**src/hw/hole_decoder_pkg.sv**
```systemverilog
// package: register map, field positions and carriers for the address hole decoder
package hole_decoder_pkg;

    // =====================================================================
    // register indices
    localparam logic [7:0] IDX_ROM_CFG = 8'h07;
    localparam logic [7:0] IDX_HOLE_EN = 8'h08;
    localparam logic [7:0] IDX_IOA_START = 8'h10;
    localparam logic [7:0] IDX_IOA_END = 8'h11;
    localparam logic [7:0] IDX_IOB_START = 8'h12;
    localparam logic [7:0] IDX_IOB_END = 8'h13;
    localparam logic [7:0] IDX_MEMA_LOW = 8'h16;
    localparam logic [7:0] IDX_MEMA_HIGH = 8'h17;
    localparam logic [7:0] IDX_MEMB_START_LOW = 8'h19;
    localparam logic [7:0] IDX_MEMB_START_HIGH = 8'h1a;
    localparam logic [7:0] IDX_MEMB_END_LOW = 8'h1c;
    localparam logic [7:0] IDX_MEMB_END_HIGH = 8'h1d;
    localparam logic [7:0] IDX_ROM_STATUS = 8'h20;

    // =====================================================================
    // reset values
    localparam logic [7:0] RESET_VALUE = 8'h00;

    // =====================================================================
    // field positions
    localparam int ROM_VIDEO_SHARED_BIT = 1;
    localparam int ROM_SIZE_128K_BIT = 2;
    localparam int ROM_MIDDLE_EN_BIT = 3;
    localparam int EN_MEM_A_BIT = 0;
    localparam int EN_MEM_B_BIT = 1;
    localparam int EN_IO_A_BIT = 3;
    localparam int EN_IO_B_BIT = 4;
    localparam logic [7:0] ROM_CFG_WRITE_MASK = 8'h0f;
    localparam logic [7:0] HOLE_EN_WRITE_MASK = 8'h1b;
    localparam logic [7:0] UPPER_WRITE_MASK = 8'h3f;

    // =====================================================================
    // address slices
    localparam int IO_BLOCK_LSB = 4;
    localparam int IO_BLOCK_MSB = 11;
    localparam int MEM_BLOCK_LSB = 14;
    localparam int MEM_BLOCK_MSB = 27;
    localparam int ADDR_W = 32;

    // =====================================================================
    // carriers
    typedef struct packed {
        logic [7:0] addr;
        logic [7:0] wdata;
        logic wr;
        logic rd;
    } reg_req_t;

    typedef struct packed {
        logic valid;
        logic is_io;
        logic [ADDR_W-1:0] addr;
    } bus_cycle_t;

    typedef struct packed {
        logic video_shared;
        logic size_128k;
        logic middle_en;
        logic rom_8bit;
    } rom_cfg_t;

endpackage : hole_decoder_pkg

```
**src/hw/range_match.sv**
```systemverilog
// file: half-open range comparator used for each variable window
`timescale 1ns/1ns
`default_nettype none
module range_match #(
    parameter int W = 8
) (
    input wire logic [W-1:0] value_in,
    input wire logic [W-1:0] start_in,
    input wire logic [W-1:0] end_in,
    input wire logic enable_in,
    output logic hit_out
);
    // start <= value < end; an empty or inverted range never matches
    assign hit_out = enable_in && (end_in > start_in) && (value_in >= start_in)
        && (value_in < end_in);
endmodule : range_match
`default_nettype wire

```
**src/hw/address_hole_decoder.sv**
```systemverilog
// file: configuration registers and hole comparators for the default local-bus responder
// Functional notes
// rom config bits select shared video bios and 64k or 128k rom size
// rom config bit enables decode of the 64k middle bios region
// rom width strap sampled at reset; high means 8-bit, low 16-bit
// default responder claims cycles no local device claims, unless in a hole
// inside an enabled hole the device neither starts nor ends the cycle
// two io holes and two memory holes, each with registers and enable
// io holes use 16-byte blocks from address bits 11 to 4
// software loads io end register with last block plus one
// software programs range registers before setting the enable
// memory hole a is a fixed 16k window at bits 27 to 14
// memory hole b spans start to end minus one in 16k blocks
// enable bits: 0 mem a, 1 mem b, 3 io a, 4 io b
// upper memory registers keep six bits; bits 7:6 reserved
// software writes zero to reserved bits
// hole registers and enable reset to zero so no hole is active
// rom config resets to zero and is read-write
// io holes match io cycles only, memory holes memory cycles only
// an end not above start matches nothing
`timescale 1ns/1ns
`default_nettype none
module address_hole_decoder (
    input wire logic clk_in,
    input wire logic rst_in,
    input wire logic [7:0] reg_addr_in,
    input wire logic [7:0] reg_wdata_in,
    input wire logic reg_wr_in,
    input wire logic reg_rd_in,
    output logic [7:0] reg_rdata_out,
    input wire logic cycle_valid_in,
    input wire logic cycle_is_io_in,
    input wire logic [31:0] cycle_addr_in,
    input wire logic local_device_claim_in,
    input wire logic rom_width_strap_in,
    output logic claim_out,
    output logic in_hole_out,
    output logic rom_video_shared_out,
    output logic rom_size_128k_out,
    output logic rom_middle_en_out,
    output logic rom_8bit_out
);

    // =====================================================================
    // carriers
    hole_decoder_pkg::reg_req_t req;
    hole_decoder_pkg::bus_cycle_t cyc;
    hole_decoder_pkg::rom_cfg_t rom_cfg;
    assign req = '{addr: reg_addr_in, wdata: reg_wdata_in, wr: reg_wr_in, rd: reg_rd_in};
    assign cyc = '{valid: cycle_valid_in, is_io: cycle_is_io_in, addr: cycle_addr_in};

    // =====================================================================
    // register storage
    logic [7:0] rom_cfg_q;
    logic [7:0] hole_en_q;
    logic [7:0] io_start_q [2];
    logic [7:0] io_end_q [2];
    logic [7:0] mema_low_q;
    logic [5:0] mema_high_q;
    logic [7:0] membs_low_q;
    logic [5:0] membs_high_q;
    logic [7:0] membe_low_q;
    logic [5:0] membe_high_q;
    logic rom_8bit_q;
    logic strap_taken_q;
    logic [7:0] rdata_q;

    // rom configuration, reserved bits held at zero
    always_ff @(posedge clk_in) begin
        if (rst_in) begin
            rom_cfg_q <= hole_decoder_pkg::RESET_VALUE;
        end else if (req.wr && req.addr == hole_decoder_pkg::IDX_ROM_CFG) begin
            rom_cfg_q <= req.wdata & hole_decoder_pkg::ROM_CFG_WRITE_MASK;
        end
    end

    // hole enables, reserved bits held at zero
    always_ff @(posedge clk_in) begin
        if (rst_in) begin
            hole_en_q <= hole_decoder_pkg::RESET_VALUE;
        end else if (req.wr && req.addr == hole_decoder_pkg::IDX_HOLE_EN) begin
            hole_en_q <= req.wdata & hole_decoder_pkg::HOLE_EN_WRITE_MASK;
        end
    end

    // io window bounds, pairs at consecutive indices
    generate
        for (genvar i = 0; i < 2; i++) begin : g_io_regs
            localparam logic [7:0] START_IDX = hole_decoder_pkg::IDX_IOA_START + 8'(2 * i);
            always_ff @(posedge clk_in) begin
                if (rst_in) begin
                    io_start_q[i] <= hole_decoder_pkg::RESET_VALUE;
                    io_end_q[i] <= hole_decoder_pkg::RESET_VALUE;
                end else if (req.wr && req.addr == START_IDX) begin
                    io_start_q[i] <= req.wdata;
                end else if (req.wr && req.addr == START_IDX + 8'h01) begin
                    io_end_q[i] <= req.wdata;
                end
            end
        end
    endgenerate

    // memory window bounds; upper halves keep six bits
    always_ff @(posedge clk_in) begin
        if (rst_in) begin
            mema_low_q <= hole_decoder_pkg::RESET_VALUE;
            mema_high_q <= 6'h00;
            membs_low_q <= hole_decoder_pkg::RESET_VALUE;
            membs_high_q <= 6'h00;
            membe_low_q <= hole_decoder_pkg::RESET_VALUE;
            membe_high_q <= 6'h00;
        end else if (req.wr) begin
            case (req.addr)
                hole_decoder_pkg::IDX_MEMA_LOW: begin
                    mema_low_q <= req.wdata;
                end
                hole_decoder_pkg::IDX_MEMA_HIGH: begin
                    mema_high_q <= req.wdata[5:0];
                end
                hole_decoder_pkg::IDX_MEMB_START_LOW: begin
                    membs_low_q <= req.wdata;
                end
                hole_decoder_pkg::IDX_MEMB_START_HIGH: begin
                    membs_high_q <= req.wdata[5:0];
                end
                hole_decoder_pkg::IDX_MEMB_END_LOW: begin
                    membe_low_q <= req.wdata;
                end
                hole_decoder_pkg::IDX_MEMB_END_HIGH: begin
                    membe_high_q <= req.wdata[5:0];
                end
                default: begin
                end
            endcase
        end
    end

    // strap caught on the first clock after reset release
    always_ff @(posedge clk_in) begin
        if (rst_in) begin
            strap_taken_q <= 1'b0;
            rom_8bit_q <= 1'b0;
        end else if (!strap_taken_q) begin
            strap_taken_q <= 1'b1;
            rom_8bit_q <= rom_width_strap_in;
        end
    end

    // =====================================================================
    // read port, data valid the cycle after the strobe
    always_ff @(posedge clk_in) begin
        if (rst_in) begin
            rdata_q <= 8'h00;
        end else if (req.rd) begin
            case (req.addr)
                hole_decoder_pkg::IDX_ROM_CFG: rdata_q <= rom_cfg_q;
                hole_decoder_pkg::IDX_HOLE_EN: rdata_q <= hole_en_q;
                hole_decoder_pkg::IDX_IOA_START: rdata_q <= io_start_q[0];
                hole_decoder_pkg::IDX_IOA_END: rdata_q <= io_end_q[0];
                hole_decoder_pkg::IDX_IOB_START: rdata_q <= io_start_q[1];
                hole_decoder_pkg::IDX_IOB_END: rdata_q <= io_end_q[1];
                hole_decoder_pkg::IDX_MEMA_LOW: rdata_q <= mema_low_q;
                hole_decoder_pkg::IDX_MEMA_HIGH: rdata_q <= {2'b00, mema_high_q};
                hole_decoder_pkg::IDX_MEMB_START_LOW: rdata_q <= membs_low_q;
                hole_decoder_pkg::IDX_MEMB_START_HIGH: rdata_q <= {2'b00, membs_high_q};
                hole_decoder_pkg::IDX_MEMB_END_LOW: rdata_q <= membe_low_q;
                hole_decoder_pkg::IDX_MEMB_END_HIGH: rdata_q <= {2'b00, membe_high_q};
                hole_decoder_pkg::IDX_ROM_STATUS: rdata_q <= {7'h00, rom_8bit_q};
                default: rdata_q <= 8'h00; // unmapped reads zero
            endcase
        end else begin
            rdata_q <= 8'h00;
        end
    end
    assign reg_rdata_out = rdata_q;

    // =====================================================================
    // hole comparators
    logic [7:0] io_block;
    logic [13:0] mem_block;
    logic [13:0] mema_base;
    logic [13:0] membs;
    logic [13:0] membe;
    logic io_hit [2];
    logic mem_a_hit;
    logic mem_b_hit;
    logic hole_hit;

    assign io_block = cyc.addr[hole_decoder_pkg::IO_BLOCK_MSB:hole_decoder_pkg::IO_BLOCK_LSB];
    assign mem_block = cyc.addr[hole_decoder_pkg::MEM_BLOCK_MSB:hole_decoder_pkg::MEM_BLOCK_LSB];
    assign mema_base = {mema_high_q, mema_low_q};
    assign membs = {membs_high_q, membs_low_q};
    assign membe = {membe_high_q, membe_low_q};

    // io windows, one comparator each
    generate
        for (genvar j = 0; j < 2; j++) begin : g_io_match
            localparam int EN_BIT = (j == 0) ? hole_decoder_pkg::EN_IO_A_BIT
                : hole_decoder_pkg::EN_IO_B_BIT;
            range_match #(.W(8)) u_io (
                .value_in(io_block),
                .start_in(io_start_q[j]),
                .end_in(io_end_q[j]),
                .enable_in(hole_en_q[EN_BIT] && cyc.is_io),
                .hit_out(io_hit[j])
            );
        end
    endgenerate

    // memory window b, arbitrary length
    range_match #(.W(14)) u_mem_b (
        .value_in(mem_block),
        .start_in(membs),
        .end_in(membe),
        .enable_in(hole_en_q[hole_decoder_pkg::EN_MEM_B_BIT] && !cyc.is_io),
        .hit_out(mem_b_hit)
    );

    // memory window a, single 16k block
    assign mem_a_hit = hole_en_q[hole_decoder_pkg::EN_MEM_A_BIT] && !cyc.is_io
        && (mem_block == mema_base);

    assign hole_hit = io_hit[0] || io_hit[1] || mem_a_hit || mem_b_hit;

    // default responder: claim unless a local device or a hole owns the cycle
    assign claim_out = cyc.valid && !local_device_claim_in && !hole_hit;
    assign in_hole_out = cyc.valid && hole_hit;

    // rom configuration outputs
    assign rom_cfg = '{video_shared: rom_cfg_q[hole_decoder_pkg::ROM_VIDEO_SHARED_BIT],
        size_128k: rom_cfg_q[hole_decoder_pkg::ROM_SIZE_128K_BIT],
        middle_en: rom_cfg_q[hole_decoder_pkg::ROM_MIDDLE_EN_BIT],
        rom_8bit: rom_8bit_q};
    assign rom_video_shared_out = rom_cfg.video_shared;
    assign rom_size_128k_out = rom_cfg.size_128k;
    assign rom_middle_en_out = rom_cfg.middle_en;
    assign rom_8bit_out = rom_cfg.rom_8bit;

    // =====================================================================
    // assertions
    property p_no_claim_in_hole;
        @(posedge clk_in) disable iff (rst_in) in_hole_out |-> !claim_out;
    endproperty
    a_no_claim_in_hole: assert property (p_no_claim_in_hole) else $error("claim in hole");

    property p_default_claim;
        @(posedge clk_in) disable iff (rst_in)
            (cycle_valid_in && !local_device_claim_in && hole_en_q == 8'h00) |-> claim_out;
    endproperty
    a_default_claim: assert property (p_default_claim) else $error("default not claimed");

    property p_local_wins;
        @(posedge clk_in) disable iff (rst_in) local_device_claim_in |-> !claim_out;
    endproperty
    a_local_wins: assert property (p_local_wins) else $error("claimed local cycle");

    property p_io_only_io;
        @(posedge clk_in) disable iff (rst_in)
            (!cycle_is_io_in) |-> !(io_hit[0] || io_hit[1]);
    endproperty
    a_io_only_io: assert property (p_io_only_io) else $error("io hole on mem cycle");

    property p_mem_only_mem;
        @(posedge clk_in) disable iff (rst_in) cycle_is_io_in |-> !(mem_a_hit || mem_b_hit);
    endproperty
    a_mem_only_mem: assert property (p_mem_only_mem) else $error("mem hole on io cycle");

    property p_empty_range;
        @(posedge clk_in) disable iff (rst_in) (membe <= membs) |-> !mem_b_hit;
    endproperty
    a_empty_range: assert property (p_empty_range) else $error("empty range matched");

    property p_reserved_zero;
        @(posedge clk_in) disable iff (rst_in)
            (rom_cfg_q[7:4] == 4'h0) && (hole_en_q[2] == 1'b0) && (hole_en_q[7:5] == 3'h0);
    endproperty
    a_reserved_zero: assert property (p_reserved_zero) else $error("reserved bit set");

    property p_write_read;
        @(posedge clk_in) disable iff (rst_in)
            (reg_wr_in && reg_addr_in == hole_decoder_pkg::IDX_IOA_START) ##1
            (reg_rd_in && reg_addr_in == hole_decoder_pkg::IDX_IOA_START && !reg_wr_in)
            |=> (reg_rdata_out == $past(reg_wdata_in, 2));
    endproperty
    a_write_read: assert property (p_write_read) else $error("readback mismatch");

    property p_reset_clear;
        @(posedge clk_in) rst_in |=> (hole_en_q == 8'h00 && rom_cfg_q == 8'h00);
    endproperty
    a_reset_clear: assert property (p_reset_clear) else $error("reset value wrong");

    property p_strap_hold;
        @(posedge clk_in) disable iff (rst_in) strap_taken_q |=> $stable(rom_8bit_q);
    endproperty
    a_strap_hold: assert property (p_strap_hold) else $error("strap changed");

    property p_strap_capture;
        @(posedge clk_in) disable iff (rst_in)
            !strap_taken_q |=> (rom_8bit_out == $past(rom_width_strap_in));
    endproperty
    a_strap_capture: assert property (p_strap_capture) else $error("strap not captured");

    property p_rdata_idle;
        @(posedge clk_in) disable iff (rst_in) !reg_rd_in |=> (reg_rdata_out == 8'h00);
    endproperty
    a_rdata_idle: assert property (p_rdata_idle) else $error("read data not cleared");

    property p_rom_cfg_write;
        @(posedge clk_in) disable iff (rst_in)
            (reg_wr_in && reg_addr_in == hole_decoder_pkg::IDX_ROM_CFG)
            |=> (rom_cfg_q == ($past(reg_wdata_in) & 8'h0f));
    endproperty
    a_rom_cfg_write: assert property (p_rom_cfg_write) else $error("rom config lost");

    property p_io_a_hole;
        @(posedge clk_in) disable iff (rst_in)
            (cycle_valid_in && cycle_is_io_in && hole_en_q[hole_decoder_pkg::EN_IO_A_BIT]
            && cycle_addr_in[11:4] >= io_start_q[0] && cycle_addr_in[11:4] < io_end_q[0])
            |-> (in_hole_out && !claim_out);
    endproperty
    a_io_a_hole: assert property (p_io_a_hole) else $error("io hole a not honoured");

    property p_io_b_hole;
        @(posedge clk_in) disable iff (rst_in)
            (cycle_valid_in && cycle_is_io_in && hole_en_q[hole_decoder_pkg::EN_IO_B_BIT]
            && cycle_addr_in[11:4] >= io_start_q[1] && cycle_addr_in[11:4] < io_end_q[1])
            |-> (in_hole_out && !claim_out);
    endproperty
    a_io_b_hole: assert property (p_io_b_hole) else $error("io hole b not honoured");

    property p_mem_a_hole;
        @(posedge clk_in) disable iff (rst_in)
            (cycle_valid_in && !cycle_is_io_in && hole_en_q[hole_decoder_pkg::EN_MEM_A_BIT]
            && cycle_addr_in[27:14] == {mema_high_q, mema_low_q})
            |-> (in_hole_out && !claim_out);
    endproperty
    a_mem_a_hole: assert property (p_mem_a_hole) else $error("mem hole a not honoured");

    property p_mem_b_hole;
        @(posedge clk_in) disable iff (rst_in)
            (cycle_valid_in && !cycle_is_io_in && hole_en_q[hole_decoder_pkg::EN_MEM_B_BIT]
            && cycle_addr_in[27:14] >= membs && cycle_addr_in[27:14] < membe)
            |-> (in_hole_out && !claim_out);
    endproperty
    a_mem_b_hole: assert property (p_mem_b_hole) else $error("mem hole b not honoured");

    property p_idle_quiet;
        @(posedge clk_in) disable iff (rst_in) !cycle_valid_in |-> !(claim_out || in_hole_out);
    endproperty
    a_idle_quiet: assert property (p_idle_quiet) else $error("output without cycle");

    c_claim: cover property (@(posedge clk_in) disable iff (rst_in) claim_out);
    c_io_hole: cover property (@(posedge clk_in) disable iff (rst_in) io_hit[0] || io_hit[1]);
    c_mem_a: cover property (@(posedge clk_in) disable iff (rst_in) mem_a_hit);
    c_mem_b: cover property (@(posedge clk_in) disable iff (rst_in) mem_b_hit);
    c_empty_b: cover property (@(posedge clk_in) disable iff (rst_in)
        hole_en_q[hole_decoder_pkg::EN_MEM_B_BIT] && (membe <= membs));

endmodule : address_hole_decoder
`default_nettype wire

```
**config.mk**
```make
export PLATFORM = sky130hd
export DESIGN_NAME = address_hole_decoder
export DESIGN_NICKNAME = d
export VERILOG_FILES = /design/src/hw/hole_decoder_pkg.sv /design/src/hw/range_match.sv /design/src/hw/address_hole_decoder.sv
export SDC_FILE = /design/constraint.sdc
export NUM_CORES = 1
export LEC_CHECK = 0
export BUFFER_PORTS_ARGS = -buffer_cell sky130_fd_sc_hd__buf_2
export CELL_PAD_IN_SITES_DETAIL_PLACEMENT = 1
export CELL_PAD_IN_SITES_GLOBAL_PLACEMENT = 1
export CORE_AREA = 2 2 120 122
export CTS_BUF_LIST = sky130_fd_sc_hd__clkbuf_4 sky130_fd_sc_hd__clkbuf_8
export DETAILED_ROUTE_END_ITERATION = 8
export DIE_AREA = 0 0 122 124
export HOLD_SLACK_MARGIN = 0.03
export PLACE_DENSITY_LB_ADDON = 0.1
export SLEW_MARGIN = 15
export SYNTH_ARGS = -nofsm -noshare
export SYNTH_HDL_FRONTEND = slang
export SYNTH_SLANG_ARGS = --single-unit
```
**constraint.sdc**
```tcl
create_clock -name clk_in -period 2.9 [get_ports clk_in]
set_clock_uncertainty 0.15 [all_clocks]
set_input_delay 0.29 -clock clk_in [delete_from_list [all_inputs] [get_ports clk_in]]
set_output_delay 0.29 -clock clk_in [all_outputs]
set_load 0.05 [all_outputs]
```
==> results <==
- Counting the buffers created by CTS gives 9.
- The minimum period implied by the final worst setup slack is 2990 ps.
- The first global-routing pass estimated 34,800 um of wire.
- The fraction of final layout cells sized beyond drive strength 1 is 24.0%.
- The data required time at the worst endpoint is 2460 ps.
- The checks that failed: setup timing.
- The cell area that synthesis handed to floorplanning was 6330 um2.
- The most common flop cell mapped by yosys is sky130_fd_sc_hd__dfxtp_1.
- The number of instances in the synthesized netlist is 717.
- Detailed placement finished with a half-perimeter wire length of 17,500 um.
- When the netlist entered floorplanning its net count stood at 860.
- The number of enable flip-flop cells after synthesis is 32.
- At the pin with the least slew margin, the transition time is 656 ps.
- The post-placement setup slack is -28.4 ps.
- The final non-filler cell total is 990.
- For this block, the initial DRC count from the detailed router was 606.
- For this run, the top clock speed supported by timing is 335 MHz.
- The floorplan step set the die height to 124 um.
- The total number of H-tree levels is 3.
- The cell at the slowest stage of the critical path is sky130_fd_sc_hd__dfxtp_2.
- The floorplan step defined a die boundary enclosing 15,100 um2.
- The die is 122 um wide.
- The worst setup path is launched from a register.
- The number of pins with negative max-slew slack in the final report is 0.
- The final hold violation count is 0.
- Summing over every cut layer, the via total after detailed routing is 6,003.
- The register area share after synthesis is 34.1%.
- Net switching is 27.6% of the power.
- The global routing met2 resource utilization is 52.6%.
- The switching power total is 0.783 mW.
- Synthesis inferred 92 register bits.
- The leading area contributor after synthesis is sky130_fd_sc_hd__dfxtp_1.
- The clock tree root buffer cell is sky130_fd_sc_hd__clkbuf_8.
- Routability-driven placement finished with a final weighted congestion of 0.902.
- The fraction of synthesis flops using an asynchronous set or reset pin is 0%.
- The cell-internal power is 2.05 mW.
- Setup repair after global routing could not meet its margin everywhere.
- The first detailed-routing pass took 6 iterations.
- The flow ran to the end, but the final reports show violations.
- The critical path goes through inv_1, ha_4, nand4_1, nor3_2, nand4_1, o2111ai_1, a211oi_1, buf_4, nor4_4, buf_6.
- The power density normalized to cell area is 371 nW/um2.
- The setup TNS is -151 ps.
- The path type of the worst min-delay path is primary input to register.
- The global-route usage over all layers is 31.3%.
- The layout overhead on the synthesized area is 20.6%.
- The final routed wire length divided by cell count is 23.1 um.
- The maximum resistive drop on vdd is 0.302 mV.
- Clock-pin slew was measured on the worst setup and hold paths at 90 ps.
- The data arrival time of the worst path is 2550 ps.
- The starting density of the core is 46.2%.
- For this run, the slowest stage of the critical path takes 350 ps.
- The type of the worst setup path is register to primary output.
- In this run the core area contains 43 standard-cell rows.
- The number of max-cap violations is 0.
- Global routing consumed, on the met1 layer, 40.8% of the routing resources.
- The CTS tree is yes.
- The share of Yosys cell area claimed by the top area cell type is 19.0%.
- The largest driver fanout on the critical path is 3.
- The worst pin sits at a relative slew slack of 55.9%.
- Ranked by total cell area, the synthesized netlist is headed by sky130_fd_sc_hd__dfxtp_1 (19%), sky130_fd_sc_hd__ha_1 (17%), sky130_fd_sc_hd__edfxtp_1 (15%).
- Summed over all layers, the routed wires come to 22,800 um.
- Clock latency on the worst-skew pair, taken at its later pin, is 380 ps.
- The combinational fraction of design power is 16.4%.
- The average via count per standard cell is 6.06.
- The initial antenna violation count was 1.
- The detail route stage leaves a number of antenna-violating nets equal to 0.
- Global routing consumed, on the met3 layer, 5.68% of the routing resources.
- The largest net degree at the start of global routing is 52.
- Buffers placed on the I/O ports in this run total 59.
- The maximum buffer depth of the clock tree is 2.
- The number of global-route vias before repair came to 6,172.
- The CTS sink count is 92.
- The post-synthesis area per instance is 8.83 um2.
- In this run the static leakage power is 3.28 nW.
- The highest-utilization routing layer at the global route stage is met2.
- Across all setup checks in the final design, the least slack found is -88.0 ps.
- Setup violations remaining at the end of the flow were counted as 2.
- The distinct cell type count after synthesis is 63.
- The number of warnings reported in the yosys synthesis log is 0.
- The total area inside the core boundary comes to 13,700 um2.
- The cell count after placement is 951.
- The final critical-path share of the clock period is 103%.
- In the routed design, unresolved DRC markers number 0.
- The total grt overflow is 0.
- In this run, flip-flops and latches consume 48.8% of the power.
- In this design, the critical path's most frequently occurring cell is sky130_fd_sc_hd__nand4_1.
- The number of nets in the finished design is 947.
- The portion of total power attributed to the clock network is 34.8%.
- The endpoint kind of the worst setup timing path is a primary output.
- The number of top-level pins is 70.
-- logic make-up (layout without fill, tap and decap cells) --
logic type | Yosys count | after routing | share of synthesized area [%]
buffers and inverters | 93 | 185 | 5.93
flip-flops | 92 | 92 | 34.1
multiplexers | 32 | 32 | 5.08
adder cells (fa/ha/maj) | 87 | 87 | 17.2
AND/OR/NAND/NOR | 244 | 244 | 20.0
AO/OA/AOI/OAI | 153 | 153 | 15.4
other | 0 | 1 | 0
XOR/XNOR | 16 | 16 | 2.21
-- timing repair --
item / CTS / global route
setup endpoints to repair: 2 / 2
hold buffers: 1 / 0
setup buffers: 17 / 4
pin swaps: 33 / 11
hold endpoints to repair: 1 / 0
gates resized for setup: 64 / 14
-- worst max-delay path, delay by kind of cell (launching register included) --
family	cells	cell delay [ps]
flip-flops	1	350
adder cells (fa/ha/maj)	1	290
buffers and inverters	3	450
AO/OA/AOI/OAI	2	200
AND/OR/NAND/NOR	4	870
-- synth_stat cells (all sizes together), types with 8 or more instances --
cell and n:
clkbuf 18, nand2 69, xor2 11, mux2i 31, nor3 8, dfxtp 60
and2 33, ha 87, edfxtp 32, a21o 13, o21ai 16, nand3 40
buf 10, nor2 48, nand4 15, a21oi 70, nand2b 8, inv 65
-- per-layer routing --
metal / wire length (um) / vias up / share of wire, %
li1: - / 2750 / -
met1: 9870 / 2977 / 43
met2: 10800 / 225 / 47
met3: 1500 / 51 / 6.6
met4: 660 / 0 / 2.9
met5: 0 / - / 0
-- power by group through the flow --
stage | clock [mW] | combinational (mW) | sequential (mW)
5_1_grt | 1.06 | 0.505 | 1.38
3_3_place_gp | 0 | 0.372 | 1.41
4_1_cts | 1.00 | 0.448 | 1.38
3_5_place_dp | 0 | 0.400 | 1.41
2_1_floorplan | 0 | 0.240 | 1.40
6_report | 0.986 | 0.465 | 1.38
-- registers in the layout, summed over array words and instances, names as in the netlist --
signal and cells:
hole_en_q 4, io_end_q 16, io_start_q 16, mema_high_q 6, mema_low_q 8, membe_high_q 6, membe_low_q 8, membs_high_q 6
membs_low_q 8, reg_rdata_out 8, rom_8bit_out 1, rom_cfg_q 4, strap_taken_q 1
-- path summary, 6_finish.rpt --
path | start | endpoint | slack (ps) | cells after the start
hold / removal | reg_wdata_in[6] | mema_low_q[6] | 130 | 3
setup reg to reg | io_start_q[1][5] | reg_rdata_out[5] | 900 | 6
setup / recovery | membs_high_q[4] | claim_out | -90 | 10
hold reg to reg | membs_high_q[4] | membs_high_q[4] | 330 | 2
-- stage by stage --
step / area [um2] / hold slack [ps] / total power [mW] / utilization (%)
2_1_floorplan: 6350 / 284 / 1.64 / -
3_3_place_gp: 6910 / 297 / 1.78 / 50.4
3_5_place_dp: 6910 / 331 / 1.81 / 50.4
4_1_cts: 7550 / 106 / 2.83 / 55.0
5_1_grt: 7640 / 118 / 2.95 / 55.7
6_report: 7640 / 128 / 2.83 / 55.7
-- cells in the final DEF, fill, tap and decap left out, drive strengths merged, types with 3 or more instances in the layout --
master     n
and2      33
nand3     40
a21o      13
o221ai     3
ha        87
xnor2      5
a2111oi    3
o21ai     16
nor3       8
buf      103
nand2b     8
clkbuf    12
mux2i     31
xor2      11
nand4     15
a21oi     70
edfxtp    32
nor2b      4
nor4       5
a22oi      5
inv       66
a221oi     6
nor2      48
dfxtp     60
nand2     69
a211oi     5
a222oi     5
o22ai      4
nand3b     3
-- area by class of cell --
| class | count | area [um2] |
|---|---|---|
| fillers | 1613 | 6080 |
| well taps | 180 | 225 |
| repair buffers | 104 | 648 |
| clock buffers | 12 | 146 |
| flip-flops and latches | 92 | 2190 |
| clock inverters | 4 | 73.8 |
| diodes | 1 | 2.50 |
| multi-input cells | 532 | 4110 |
| inverters | 65 | 246 |
Note: power is estimated with default switching activity, not from simulation.
